## src/verilog/ucr_pkg.sv

```systemverilog
// Purpose: Shared constants and types for the USB configuration register block
// Assumes: APB with 32-bit data, one register word at byte offset 0
// Notes: Fallback values apply whenever no configuration image has been loaded
package ucr_pkg;

	localparam logic [11:0] UCR_CFG_OFS = 12'h000;
	localparam int UCR_AW = 12;

	// Field positions inside the configuration word
	localparam int UCR_PIN_SWAP_BIT = 13;
	localparam int UCR_CAL_REQ_BIT = 12;
	localparam int UCR_LOOPBACK_BIT = 11;
	localparam int UCR_BURST_LSB = 7;
	localparam int UCR_SQUELCH_LSB = 5;
	localparam int UCR_BOOST_LSB = 3;
	localparam int UCR_LINK_PM_BIT = 2;
	localparam int UCR_POWER_BIT = 1;
	localparam int UCR_NO_STALL_BIT = 0;
	localparam int UCR_USED_BITS = 14;

	// Fallback values when no image is present
	localparam logic [3:0] UCR_BURST_RST = 4'h7;
	localparam logic [1:0] UCR_SQUELCH_RST = 2'h0;
	localparam logic [1:0] UCR_BOOST_RST = 2'h0;
	localparam logic UCR_LINK_PM_RST = 1'b1;
	localparam logic UCR_POWER_RST = 1'b0;
	localparam logic UCR_PIN_SWAP_RST = 1'b0;
	localparam logic UCR_LOOPBACK_RST = 1'b0;
	localparam logic UCR_NO_STALL_RST = 1'b0;

	// Configuration image delivered by the loader
	typedef struct packed {
		logic eeprom_flag_pin_exchange;
		logic [3:0] burst;
		logic [1:0] eeprom_flag_squelch;
		logic [1:0] eeprom_flag_drive_boost;
		logic eeprom_flag_link_pm;
		logic eeprom_flag_power_source;
	} ucr_image_t;

	localparam ucr_image_t UCR_IMAGE_RST = '{UCR_PIN_SWAP_RST, UCR_BURST_RST,
		UCR_SQUELCH_RST, UCR_BOOST_RST, UCR_LINK_PM_RST, UCR_POWER_RST};

	// Static PHY and link settings driven from the register
	typedef struct packed {
		logic ss_lane_loopback;
		logic [3:0] max_burst;
		logic [1:0] squelch_level_adjust;
		logic [1:0] hs_drive_boost;
		logic link_pm_support;
		logic power_source_select;
	} ucr_phy_ctl_t;

	typedef enum {UCR_CAL_IDLE, UCR_CAL_WAIT_LINK, UCR_CAL_RUN, UCR_CAL_FINISH} ucr_cal_state_t;

endpackage

```

## src/verilog/ucr_cal_ctrl.sv

```systemverilog
// Purpose: Sequences one Super-Speed termination calibration per request
// Assumes: cal_done and link_up come from the PHY clock domain
// Notes: A request waits while the link is operational
module ucr_cal_ctrl (
	input wire logic clk_sys,
	input wire logic rst,
	input wire logic start,
	input wire logic link_up_async,
	input wire logic cal_done_async,
	output logic phy_cal_req,
	output logic finished
);
	import ucr_pkg::*;

	ucr_cal_state_t state_r, state_nxt;
	logic link_s1_r, link_s2_r, done_s1_r, done_s2_r;

	always_ff @(posedge clk_sys or posedge rst) begin
		if (rst) begin
			link_s1_r <= 1'b0;
			link_s2_r <= 1'b0;
			done_s1_r <= 1'b0;
			done_s2_r <= 1'b0;
		end else begin
			link_s1_r <= link_up_async;
			link_s2_r <= link_s1_r;
			done_s1_r <= cal_done_async;
			done_s2_r <= done_s1_r;
		end
	end

	always_comb begin
		state_nxt = state_r;
		case (state_r)
			UCR_CAL_IDLE: if (start) state_nxt = UCR_CAL_WAIT_LINK;
			UCR_CAL_WAIT_LINK: if (!link_s2_r && !done_s2_r) state_nxt = UCR_CAL_RUN;
			UCR_CAL_RUN: if (done_s2_r) state_nxt = UCR_CAL_FINISH;
			UCR_CAL_FINISH: state_nxt = UCR_CAL_IDLE;
			default: state_nxt = UCR_CAL_IDLE;
		endcase
	end

	always_ff @(posedge clk_sys or posedge rst) begin
		if (rst) begin
			state_r <= UCR_CAL_IDLE;
		end else begin
			state_r <= state_nxt;
		end
	end

	assign phy_cal_req = (state_r == UCR_CAL_RUN);
	assign finished = (state_r == UCR_CAL_FINISH);

endmodule

```

## src/verilog/ucr_usb_config.sv

```systemverilog
// Purpose: USB configuration register with APB access and PHY/link controls
// Assumes: Loader, USB reset, lite reset and sync-loss pulses are on clk_sys
// Notes: Only offset 0 is mapped; other offsets answer with pslverr
module ucr_usb_config (
	input wire logic clk_sys,
	input wire logic rst,
	input wire logic psel,
	input wire logic penable,
	input wire logic pwrite,
	input wire logic [ucr_pkg::UCR_AW-1:0] paddr,
	input wire logic [31:0] pwdata,
	input wire logic [3:0] pstrb,
	output logic [31:0] prdata,
	output logic pready,
	output logic pslverr,
	input wire logic image_load,
	input wire ucr_pkg::ucr_image_t image_data,
	input wire logic usb_bus_reset,
	input wire logic lite_reset,
	input wire logic reset_protect,
	input wire logic sync_loss,
	input wire logic stall_clear,
	output logic bulk_out_stall,
	input wire logic ss_link_up,
	input wire logic ss_cal_done,
	output logic ss_cal_run,
	output ucr_pkg::ucr_phy_ctl_t phy_ctl,
	input wire logic core_dp_out,
	input wire logic core_dm_out,
	input wire logic core_drive,
	output logic core_dp_in,
	output logic core_dm_in,
	input wire logic usb2_pos_pad_in,
	input wire logic usb2_neg_pad_in,
	output logic usb2_pos_pad_out,
	output logic usb2_neg_pad_out,
	output logic usb2_pad_oe_n
);
	import ucr_pkg::*;

	logic pin_swap_r, cal_req_r, loopback_r, link_pm_r, power_r, no_stall_r;
	logic [3:0] burst_r;
	logic [1:0] squelch_r, boost_r;
	ucr_image_t image_r;
	logic stall_r;
	logic [31:0] rdata_r;
	logic err_r;

	// Address decode and bus phases
	wire logic hit = (paddr == UCR_CFG_OFS);
	wire logic setup_ph = psel && !penable;
	wire logic access_ph = psel && penable;
	wire logic wr_en = access_ph && pwrite && hit;
	wire logic lane0 = wr_en && pstrb[0];
	wire logic lane1 = wr_en && pstrb[1];
	wire logic restore = (usb_bus_reset || lite_reset) && !reset_protect;
	wire logic cal_start = lane1 && pwdata[UCR_CAL_REQ_BIT] && !cal_req_r;
	wire logic cal_finished;

	// Read view; reserved bits stay zero
	wire logic [31:0] cfg_view = {18'h0, pin_swap_r, cal_req_r, loopback_r, burst_r,
		squelch_r, boost_r, link_pm_r, power_r, no_stall_r};

	// APB answer: data captured in setup, zero wait states
	always_ff @(posedge clk_sys or posedge rst) begin
		if (rst) begin
			rdata_r <= 32'h0;
			err_r <= 1'b0;
		end else if (setup_ph) begin
			rdata_r <= (hit && !pwrite) ? cfg_view : 32'h0;
			err_r <= !hit;
		end
	end

	assign prdata = rdata_r;
	assign pready = 1'b1;
	assign pslverr = access_ph && err_r;

	// Last loaded image, used for restore
	always_ff @(posedge clk_sys or posedge rst) begin
		if (rst) begin
			image_r <= UCR_IMAGE_RST;
		end else if (image_load) begin
			image_r <= image_data;
		end
	end

	always_ff @(posedge clk_sys or posedge rst) begin
		if (rst) begin
			pin_swap_r <= UCR_PIN_SWAP_RST;
		end else if (image_load) begin
			pin_swap_r <= image_data.eeprom_flag_pin_exchange;
		end
	end

	// loopback and sync-loss policy, plain write fields
	always_ff @(posedge clk_sys or posedge rst) begin
		if (rst) begin
			loopback_r <= UCR_LOOPBACK_RST;
			no_stall_r <= UCR_NO_STALL_RST;
		end else begin
			if (lane1) loopback_r <= pwdata[UCR_LOOPBACK_BIT];
			if (lane0) no_stall_r <= pwdata[UCR_NO_STALL_BIT];
		end
	end

	// protected fields: image load, restore, then write
	always_ff @(posedge clk_sys or posedge rst) begin
		if (rst) begin
			burst_r <= UCR_BURST_RST;
			squelch_r <= UCR_SQUELCH_RST;
			boost_r <= UCR_BOOST_RST;
			link_pm_r <= UCR_LINK_PM_RST;
			power_r <= UCR_POWER_RST;
		end else if (image_load) begin
			burst_r <= image_data.burst;
			squelch_r <= image_data.eeprom_flag_squelch;
			boost_r <= image_data.eeprom_flag_drive_boost;
			link_pm_r <= image_data.eeprom_flag_link_pm;
			power_r <= image_data.eeprom_flag_power_source;
		end else if (restore) begin
			burst_r <= image_r.burst;
			squelch_r <= image_r.eeprom_flag_squelch;
			boost_r <= image_r.eeprom_flag_drive_boost;
			link_pm_r <= image_r.eeprom_flag_link_pm;
			power_r <= image_r.eeprom_flag_power_source;
		end else begin
			if (lane0) squelch_r <= pwdata[UCR_SQUELCH_LSB +: 2];
			if (lane0) boost_r <= pwdata[UCR_BOOST_LSB +: 2];
			if (lane0) link_pm_r <= pwdata[UCR_LINK_PM_BIT];
			if (lane0) power_r <= pwdata[UCR_POWER_BIT];
			if (lane0 && lane1) burst_r <= pwdata[UCR_BURST_LSB +: 4];
			else if (lane0) burst_r <= {burst_r[3:1], pwdata[UCR_BURST_LSB]};
			else if (lane1) burst_r <= {pwdata[10:8], burst_r[0]};
		end
	end

	// calibration request, write of zero has no effect
	always_ff @(posedge clk_sys or posedge rst) begin
		if (rst) begin
			cal_req_r <= 1'b0;
		end else if (cal_start) begin
			cal_req_r <= 1'b1;
		end else if (cal_finished) begin
			cal_req_r <= 1'b0;
		end
	end

	// start deferred while the link reports operational
	ucr_cal_ctrl u_cal (
		.clk_sys(clk_sys),
		.rst(rst),
		.start(cal_start),
		.link_up_async(ss_link_up),
		.cal_done_async(ss_cal_done),
		.phy_cal_req(ss_cal_run),
		.finished(cal_finished)
	);

	// sticky stall; a new loss beats a clear
	always_ff @(posedge clk_sys or posedge rst) begin
		if (rst) begin
			stall_r <= 1'b0;
		end else if (sync_loss && !no_stall_r) begin
			stall_r <= 1'b1;
		end else if (stall_clear) begin
			stall_r <= 1'b0;
		end
	end

	assign bulk_out_stall = stall_r;

	// static controls to PHY and link
	assign phy_ctl = '{loopback_r, burst_r, squelch_r, boost_r, link_pm_r, power_r};

	// USB 2.0 pad exchange; Super-Speed lanes have no mux
	assign usb2_pos_pad_out = pin_swap_r ? core_dm_out : core_dp_out;
	assign usb2_neg_pad_out = pin_swap_r ? core_dp_out : core_dm_out;
	assign usb2_pad_oe_n = !core_drive;
	assign core_dp_in = pin_swap_r ? usb2_neg_pad_in : usb2_pos_pad_in;
	assign core_dm_in = pin_swap_r ? usb2_pos_pad_in : usb2_neg_pad_in;
endmodule
```

## config.mk

```make
export PLATFORM = sky130hd
export DESIGN_NAME = ucr_usb_config
export DESIGN_NICKNAME = d
export VERILOG_FILES = /design/src/verilog/ucr_pkg.sv /design/src/verilog/ucr_cal_ctrl.sv /design/src/verilog/ucr_usb_config.sv
export SDC_FILE = /design/constraint.sdc
export NUM_CORES = 1
export LEC_CHECK = 0
export ABC_AREA = 1
export BUFFER_PORTS_ARGS = -buffer_cell sky130_fd_sc_hd__buf_2
export CAP_MARGIN = 15
export CELL_PAD_IN_SITES_DETAIL_PLACEMENT = 0
export CELL_PAD_IN_SITES_GLOBAL_PLACEMENT = 2
export CORE_MARGIN = 2
export CORE_UTILIZATION = 25
export CTS_BUF_LIST = sky130_fd_sc_hd__clkbuf_8
export DETAILED_ROUTE_END_ITERATION = 6
export PLACE_DENSITY = 0.86
export SYNTH_ARGS = -nofsm -noshare
export SYNTH_HDL_FRONTEND = slang
export SYNTH_HIERARCHICAL = 1
export SYNTH_SLANG_ARGS = --single-unit
export TNS_END_PERCENT = 100
```

## constraint.sdc

```tcl
create_clock -name clk_sys -period 1.5 [get_ports clk_sys]
set_input_delay 0.075 -clock clk_sys [delete_from_list [all_inputs] [get_ports clk_sys]]
set_output_delay 0.075 -clock clk_sys [all_outputs]
set_load 0.01 [all_outputs]
```

* After elaboration in Yosys (flattened, before gate mapping)
Cells that the tools add are included.
** Cells by class
- Eq/ne operators :: 8
- Muxes and demuxes :: 30
- Reductions and logical operators :: 33
** Operator list (count)
- two-way mux 32 bit :: 3
- case mux 32 bit (3 select lines) :: 1
- == test 32 x 3 -> 1 bit (second input constant) :: 2
- == test 32 x 1 -> 1 bit (second input constant) :: 1
- == test 32 x 2 -> 1 bit (second input constant) :: 1
- logical NOT 32 bit :: 1
- two-way mux 4 bit :: 5
- logical AND 1 bit :: 14
- two-way mux 1 bit :: 14
- two-way mux 14 bit :: 1
- logical NOT 12 bit :: 1
- two-way mux 2 bit :: 6
- logical NOT 1 bit :: 9
- nonzero test 4 bit :: 2
- != test 2 x 1 -> 1 bit (second input constant) :: 2
- != test 4 x 2 -> 1 bit (second input constant) :: 1
- nonzero test 2 bit :: 2
- AND reduction 3 bit :: 1
- nonzero test 3 bit :: 1
- != test 2 bit (second input constant) :: 1
- AND reduction 2 bit :: 1
- logical OR 1 bit :: 1
** Storage, ports and cells
- Register bits after elaboration :: 94
- Input port bits :: 77
- Output and inout port bits :: 52

* Depth between registers and ports, before layout
Gate-level depths: netlist of run 1.
- Depth after elaboration :: 9
- Gate-level depth with buffers :: 12

* Cells and area by module
The synthesis of run 1 kept the hierarchy.
** Modules (own cells, without submodules)
- ucr_usb_config :: instances 1, cells an instance 251, area an instance 2087.0 um^2
- ucr_cal_ctrl :: instances 1, cells an instance 28, area an instance 287.8 um^2

* Worst setup path before layout of run 1
No wires, ideal clock.
- Kind :: flip-flop to flip-flop
- Start :: reg u_cal.state_r[0]
- End :: reg u_cal.state_r[0]
- Setup time :: 0.117 ns
- Arrival :: 1.065 ns
- Data required time :: 1.383 ns
- Path slack :: 0.318 ns
- Stages on the path, launching flop included :: 6
- Clock period less this slack :: 1.182 ns
- Cell sequence :: dfrtp_1 -> inv_1 -> ha_1 -> or2_2 -> nand3_1 -> nand2_1
** Between the ends
- Word-level cells in the longest chain between the ends :: 3
- Elaborated cells between the ends (all ways) :: 8
- Classes of those cells :: 5 x eq/ne; 1 x mux; 2 x reduce/logical
** RTL lines
- start: declaration :: line ucr_cal_ctrl.sv:15 : ucr_cal_state_t state_r, state_nxt;
- start signal: assignment :: line ucr_cal_ctrl.sv:47 : state_r <= state_nxt;
- == test 32 x 2 -> 1 bit, or another cell as far along :: line ucr_cal_ctrl.sv:34 : case (state_r)
- != test 2 x 1 -> 1 bit (no source line) / != test 2 bit (equally long branches)
- AND reduction 3 bit (no source line)
Several ways; a longest one is shown, not always the timed one.
A chain may end at the register's enable or synchronous reset.

* Worst setup path in the final report of run 1
- Start :: reg pin_swap_r
- End :: out core_dp_in
** Between the ends
- Word-level cells in the longest chain between the ends :: 1
** RTL lines
- start: declaration :: line ucr_usb_config.sv:41 : logic pin_swap_r, cal_req_r, loopback_r, link_pm_r, power_r, no_stall_r;
- start signal: assignment :: line ucr_usb_config.sv:92 : pin_swap_r <= image_data.eeprom_flag_pin_exchange;
- two-way mux 1 bit :: line ucr_usb_config.sv:180 : assign core_dp_in = pin_swap_r ? usb2_neg_pad_in : usb2_pos_pad_in;
- end: declaration :: line ucr_usb_config.sv:31 : output logic core_dp_in,
No other way between the ends.

==> results.txt, run 1 <==
The worst clock skew on the final layout came out at between 10 and 15 ps. The run finished with clean final reports. At the pin with the least slew margin, the transition time is 534 ps. The count of buffers added by post-CTS timing repair for setup is 0.

The deepest clock path buffer count came out at 2. The height of the die came out at ~100 µm. STA classifies the critical path startpoint as a register.

The count of routing violations after the opening detailed-route iteration came out at 37. The arrival time of the worst setup path came out at approximately 1200 ps. The post-placement worst setup slack came out at about 180 ps. The number of input and output port buffers inserted is between 80 and 90. The length of routed met3 wiring came out at 301 µm. The width of the chip is 101 µm. The max-slew violation total from the final report is 0. The post-route met1 wirelength came out at 2610 µm. The share of the cycle needed by the critical path after routing came out at 0.846. For flop-to-flop paths, the worst setup slack is ~270 ps. Of the cells placed in the final design, the portion with a size suffix greater than 1 is 0.337. The initial utilization of the core area, before any placement, comes to 0.257. For this design the static power due to leakage is 1.60 nW. The routed design could run at a clock period as short as about 1300 ps. The number of synthesis warnings is 6. The final RePlAce weighted congestion came out at 0.720. The largest net degree at the start of global routing is 41. The most critical setup path has its startpoint at pin_swap_r.

The maximum fanout count along the critical path came out at 6. The hold path startpoint is image_data[9]. The final instance area came out at 0.00306 mm².

The cts-stage hold buffer count came out at 9. TritonCTS built the clock tree. The total of flip-flops plus latches after synthesis is 46.

The clock input transition at the sequential cells of the worst setup and hold paths came out at 80 ps. Setup violations remaining at the end of the flow were counted as 0. The via count of the first global-routing pass came out at 1,838. The boundary pin count is 129. The residual overflow from global routing is 0. For this run, the leading register cell type out of synthesis is sky130_fd_sc_hd__dfrtp_1.

The sequential fraction of the synthesis area came out at 0.489. The critical path required time came out at roughly 1400 ps. The area of the die came out at 0.0103 mm².

Dividing total power by cell area gives a power density of roughly 900 mW/mm². The category of the critical setup timing path is register to output port. The first TritonRoute pass finished after 4 iterations.

The tool flagged a number of max-cap violations equal to 0. The CTS root buffer is sky130_fd_sc_hd__clkbuf_8. The top-area cell type share of the netlist area is 0.400. The startpoint identified for the worst register-to-register timing path is u_cal/state_r[0]. The initial antenna violation count came out at 0. The detailed-placement wirelength estimate came out at about 4400 µm.

Clock latency on the worst-skew pair, taken at its later pin, is 300 ps. Setup repair after global routing left no endpoint under its margin. The path class of the lowest-slack min-delay path is primary input to register. The core area came out at about 0.0092 mm². After routing, the total negative slack on setup checks comes to 0 ps. The count of final hold-check violations came out at 0. The post-synthesis instance area came out at approximately 0.0024 mm².

CTS built an H-tree with a depth of 2. The net count reported at finish is between 400 and 500. The post-route antenna net violation count came out at 0. The worst setup path is captured at an output port.

The layout-stage area growth over the synthesis result came out at 28.7%. The total wire length came out at 5570 µm. The highest routing layer actually used is met4. The setup slack after layout came out at 232 ps. The total global routing track utilization came out at 0.110.

The total clock sinks is 46. The synthesized instance count came out at 279. Total power for the finished layout comes to 2.70 mW.

The total number of vias came out at between 1,500 and 2,000. The signal on the critical path passes through inv_1 -> nand2_1 -> o21ai_0 -> buf_2. The number of flops mapped to enable cells by yosys is 0. Following the worst setup path forward leads to its endpoint at core_dp_in. The post-cts resize count is 0. The site row count is 35. The fmax is 788 MHz. The library cell with the largest summed area after synthesis is sky130_fd_sc_hd__dfrtp_1. In the detailed route, the total length drawn on met2 is 2580 µm. The slowest stage of the critical path is the sky130_fd_sc_hd__dfrtp_1 cell. The worst slew margin relative to its limit came out at 0.644. The delay of the slowest cell on the worst path came out at 420 ps. After detailed routing, the number of remaining DRC violations is 0. The average cell area after synthesis came out at 8.51 µm².

The depth of the most critical reg-to-reg path came out at 5. Buffers inserted during clock tree synthesis total 5. The final antenna diode count came out at 0. The worst ir drop on vdd came out at 303 µV. The end of the worst register-to-register path is u_cal/state_r[0]. The proportion of register bits with asynchronous set or reset after synthesis is 1.00. Summing all placed instances gives a cell area of 0.00286 mm². Yosys attributes the largest share of cell area to sky130_fd_sc_hd__dfrtp_1, sky130_fd_sc_hd__nand2_1, sky130_fd_sc_hd__dfstp_2. The mean routed wirelength per cell came out at 11.1 µm. The via density per instance is 3.91. The unique cell type count in the Yosys netlist is 32.

The first global-routing pass estimated ~8800 µm of wire.
-- metrics by stage --
step | instances | hold WS, ps | util
floorplan | 296 | -134 | -
global placement | 486 | -0.806 | 0.309
detailed placement | 486 | 8.97 | 0.309
CTS | 503 | 0.453 | 0.331
global route | 503 | 10.8 | 0.331
finish | 503 | 8.33 | 0.331
-- flip-flops by register name (all words and copies together), names as in the netlist, 2 cells and up --
name,flops
prdata,14
u_cal/state_r,2
boost_r,2
squelch_r,2
burst_r,4
image_r,10
-- critical path: cells and delay by family, from the launching register on --
family                 cells  cell delay [ps]
and+or+nand+nor            1               70
buffers and inverters      2              340
AOI/OAI and AO/OA          1               80
DFF                        1              420
-- area by class of cell --
cell class                 instances  area [µm²]
timing repair buffer             100         553
multi-input combinational        190         958
tap                              129         161
sequential                        46        1160
fill                            1027        6180
clock buffer                       5        68.8
clock inverter                     3        40.0
inverter                          30         113
-- how the worst min path moves through the flow --
stage	to	slack, ps	depth (start not counted)
2_1_floorplan	u_cal/done_s1_r	-130	1
3_3_place_gp	u_cal/done_s1_r	-0.8	2
3_5_place_dp	u_cal/done_s1_r	9	2
4_1_cts	image_r[9]	0.5	3
5_1_grt	image_r[0]	10	3
6_report	image_r[9]	8	3
-- placed cells by master (no fill, tap or decap), types with 3 or more instances in the layout --
master | netlist | final
sky130_fd_sc_hd__dfstp_2 | 8 | 8
sky130_fd_sc_hd__nand2_1 | 74 | 74
sky130_fd_sc_hd__o21ai_2 | 4 | 4
sky130_fd_sc_hd__o21bai_1 | 3 | 3
sky130_fd_sc_hd__o21ai_0 | 33 | 33
sky130_fd_sc_hd__dlygate4sd3_1 | 0 | 9
sky130_fd_sc_hd__a21boi_0 | 6 | 6
sky130_fd_sc_hd__a21oi_1 | 9 | 9
sky130_fd_sc_hd__o31ai_1 | 4 | 4
sky130_fd_sc_hd__ha_1 | 4 | 4
sky130_fd_sc_hd__inv_2 | 4 | 4
sky130_fd_sc_hd__dfrtp_1 | 38 | 38
sky130_fd_sc_hd__buf_4 | 22 | 3
sky130_fd_sc_hd__conb_1 | 2 | 19
sky130_fd_sc_hd__buf_2 | 2 | 88
sky130_fd_sc_hd__inv_1 | 26 | 25
sky130_fd_sc_hd__clkbuf_8 | 0 | 5
sky130_fd_sc_hd__nor2_1 | 15 | 15
-- cell usage after synthesis (2+ instances only) --
master                     number
sky130_fd_sc_hd__nand2_1       74
sky130_fd_sc_hd__dfrtp_1       38
sky130_fd_sc_hd__o21ai_0       33
sky130_fd_sc_hd__inv_1         26
sky130_fd_sc_hd__buf_4         22
sky130_fd_sc_hd__nor2_1        15
sky130_fd_sc_hd__a21oi_1        9
sky130_fd_sc_hd__dfstp_2        8
sky130_fd_sc_hd__a21boi_0       6
sky130_fd_sc_hd__clkbuf_1       4
sky130_fd_sc_hd__ha_1           4
sky130_fd_sc_hd__inv_2          4
sky130_fd_sc_hd__o21ai_2        4
sky130_fd_sc_hd__o31ai_1        4
sky130_fd_sc_hd__o21bai_1       3
sky130_fd_sc_hd__buf_2          2
sky130_fd_sc_hd__conb_1         2
sky130_fd_sc_hd__nand2_2        2
sky130_fd_sc_hd__nand3_1        2
sky130_fd_sc_hd__nor2_2         2
sky130_fd_sc_hd__nor2_4         2
sky130_fd_sc_hd__o21ai_1        2
sky130_fd_sc_hd__o22ai_1        2
-- cell families (layout without fill, tap and decap cells) --
kind of cell,Yosys count,in the layout,share of synthesized area
fa+ha+maj,4,4,0.0211
flops,46,46,0.489
compound gates,65,65,0.164
other cells,2,19,0.00316
simple gates,102,102,0.189
buf+inv,60,138,0.134
-- power by group --
part | leakage, nW | internal, mW | switching [mW]
clock | 0.0579 | 0.491 | 0.428
sequential | 0.562 | 1.32 | 0.0423
combinational | 0.977 | 0.165 | 0.247
-- per-layer routing --
layer / GRT usage / vias to the layer above
met5: 0 / -
met4: 0.0374 / 0
met3: 0.0228 / 6
met2: 0.185 / 59
met1: 0.142 / 875
li1: - / 1029
(Power assumes the default switching activity.)
==> run 2: changes to the inputs <==
clock period = 1.2 ns   (was 1.5 ns; I/O delays follow)
==> run 2 against run 1 <==
Die area unchanged. Sequential cell count stayed put. Sequential share of layout area decreased by 2.3 points. First-iteration DRC count rose by 27%. Sequential power rose by 25%. Worst hold slack improved by 6.7 ps. Non-clock buffer count increased by 19. Critical path depth did not move. Clock power grew 23%. Power grew 26%. Combinational power rose by 37%. Highest routed layer unchanged.
==> results.txt, run 2 (synthesis results as in run 1) <==
The layout-stage area growth over the synthesis result came out at 36.8%. The time the worst path needs with I/O delays and setup came out at 1150 ps. The clock input transition at the sequential cells of the worst setup and hold paths is 90 ps (about the same).

The routed length on met2 is 2610 µm (+0.93%). The initial antenna violation count came out at 0 (unchanged). The core area is 0.00924 mm² (unchanged).

The mean routed wirelength per cell came out at 10.6 µm (-4.6%). The share of the cycle needed by the critical path after routing came out at 0.961. The height of the die came out at 101 µm (unchanged). The worst-case register-to-register setup slack was 90 ps (-180 ps). The post-route met1 wirelength came out at 2530 µm (-3.2%). The boundary pin count is 129 (unchanged). The final instance area came out at 0.00325 mm² (+6.3%). The via count of the first global-routing pass came out at 1,858 (+1.1%). The number of maximum-capacitance violations is 0 (unchanged). The worst ir drop on vdd is 486 µV (+61%).

The wire length of the first global-routing pass is 8870 µm (+0.24%). The area of the die was 0.0103 mm² (unchanged). The critical path required time came out at 1140 ps (-280 ps). The net count reported at finish was 473 (+4.2%). The depth of the CTS H-tree is 2 (unchanged). The arrival time of the worst setup path is 1090 ps (-100 ps). The worst clock skew on the final layout is 9.40 ps (-2.65 ps). The number of optimization iterations in the first detailed-route pass came out at 4 (unchanged). The total global routing track utilization was 0.110 (-0.000482). The latest clock arrival within the worst-skew pair came out at 290 ps (about the same).

The flow ran to the end, and the final reports show no timing, DRC or antenna violations. The length of routed met3 wiring came out at 309 µm (+2.7%). The detailed-placement wirelength estimate is 4330 µm (-0.50%). The total number of vias is 2,061 (+4.7%). The via density per instance is 3.95 (+0.86%). The CTS tree is done. The DRC violation count after routing is 0 (unchanged). The count of filler cells inserted in the layout came out at 1,004 (-2.2%). Based on the critical path, the design can be clocked at up to between 800 and 900 MHz. In the layout the commonest cells are sky130_fd_sc_hd__buf_2, sky130_fd_sc_hd__nand2_1, sky130_fd_sc_hd__dfrtp_1.

The total clock sinks is 46 (unchanged). The maximum fanout count along the critical path came out at 6 (unchanged). Leaving out fill and tap cells, the most frequent cell in the layout is sky130_fd_sc_hd__buf_2. The flip-flop count of the largest register after layout is 14 (unchanged). Setup repair after global routing could not meet its margin everywhere.

The number of CTS-inserted buffers came to 5 (unchanged). The largest net degree at the start of global routing is 41 (unchanged). The path class of the lowest-slack min-delay path is primary input to register. The count of final hold-check violations is 0 (unchanged). The final antenna diode count is 0 (unchanged). The effective utilization at floorplan came out at 0.257 (unchanged). The max-slew violation total from the final report is 0 (unchanged). The instance area after placement is 0.00294 mm² (+3.0%). The total wire length was 5520 µm (-0.97%). The number of input and output port buffers inserted was 88 (unchanged). The width of the chip is 101 µm (unchanged). Routed signal wires occupy layers up through met4. The count of routing violations after the opening detailed-route iteration is 47 (+27%). The areal power density over the cells came out at 1050 mW/mm² (+19%).

The leakage power total is 1.69 nW (+5.8%). In this run the clock root is driven by a sky130_fd_sc_hd__clkbuf_8. The type of destination of the critical path is an output port. The post-route antenna net violation count came out at 0 (unchanged). The smallest hold slack came to 15.0 ps (+6.67 ps).

STA classifies the critical path startpoint as a register. The site row count is 35 (unchanged). The category of the critical setup timing path is register to output port.

The deepest clock path buffer count is 2 (unchanged). The layout cell share with drive strength beyond 1 came out at 0.366 (+0.0295). The number of setup violations in the final report came out at 0 (unchanged). The final RePlAce weighted congestion is 0.741 (+3.0%). The residual overflow from global routing is 0 (unchanged).
run 2: cell count changes in the layout (fill, tap and decap cells not counted), sizes merged:
cell,change
inv,+1
clkinv,-2
buf,+13
clkinvlp,+1
dlygate4sd3,+6
run 2: worst paths after layout:
kind	startpoint	endpoint	cells after the start
setup / recovery	pin_swap_r	core_dp_in	4
hold / removal	image_data[2]	image_r[2]	3
setup reg to reg	u_cal/state_r[1]	u_cal/state_r[0]	5
hold reg to reg	u_cal/link_s1_r	u_cal/link_s2_r	0
max in group asynchronous	rst	image_r[1]	4
min in group asynchronous	rst	u_cal/done_s1_r	3
run 2: final cells by class:
| cell class | count | area [µm²] | area share |
|---|---|---|---|
| flip-flops and latches | 46 | 1160 | 0.357 |
| repair buffers | 119 | 736 | 0.226 |
| inverters | 30 | 113 | 0.0347 |
| well taps | 129 | 161 | 0.0497 |
| multi-input cells | 190 | 968 | 0.298 |
| clock inverters | 3 | 41.3 | 0.0127 |
| clock buffers | 5 | 68.8 | 0.0212 |
run 2: critical path: stages, from the launching register on:
cell	delay, ps
sky130_fd_sc_hd__dfrtp_1	420
sky130_fd_sc_hd__inv_2	100
sky130_fd_sc_hd__nand2_1	50
sky130_fd_sc_hd__o21ai_1	80
sky130_fd_sc_hd__buf_2	150
run 2: power by group:
group,switching (mW),internal [mW]
Combinational,0.314,0.251
Sequential,0.0518,1.65
Clock,0.516,0.613
Total,0.882,2.52
run 2: what timing repair did:
| item | in CTS | in global routing |
|---|---|---|
| hold endpoints to repair | 51 | 0 |
| pin swaps | 0 | 1 |
| hold buffers | 15 | 0 |
| buffers inserted | 2 | 3 |
| setup endpoints to repair | 3 | 6 |
| resized for setup | 2 | 6 |
run 2: through the flow:
step           instances  power (mW)  TNS, ps   util  worst slack [ps]
5_1_grt              522        3.63     -140  0.352             -63.7
2_1_floorplan        296        2.07        0      -              18.2
3_3_place_gp         494        2.26    -71.5  0.318             -25.1
3_5_place_dp         494        2.27     -205  0.318             -44.1
4_1_cts              519        3.49        0  0.348              8.72
6_report             522        3.40        0  0.352              47.3
run 2: routing by layer:
layer | GRT usage | vias to the layer above
met2 | 0.182 | 63
met1 | 0.143 | 919
met5 | 0 | -
met4 | 0.0374 | 0
li1 | - | 1073
met3 | 0.0221 | 6
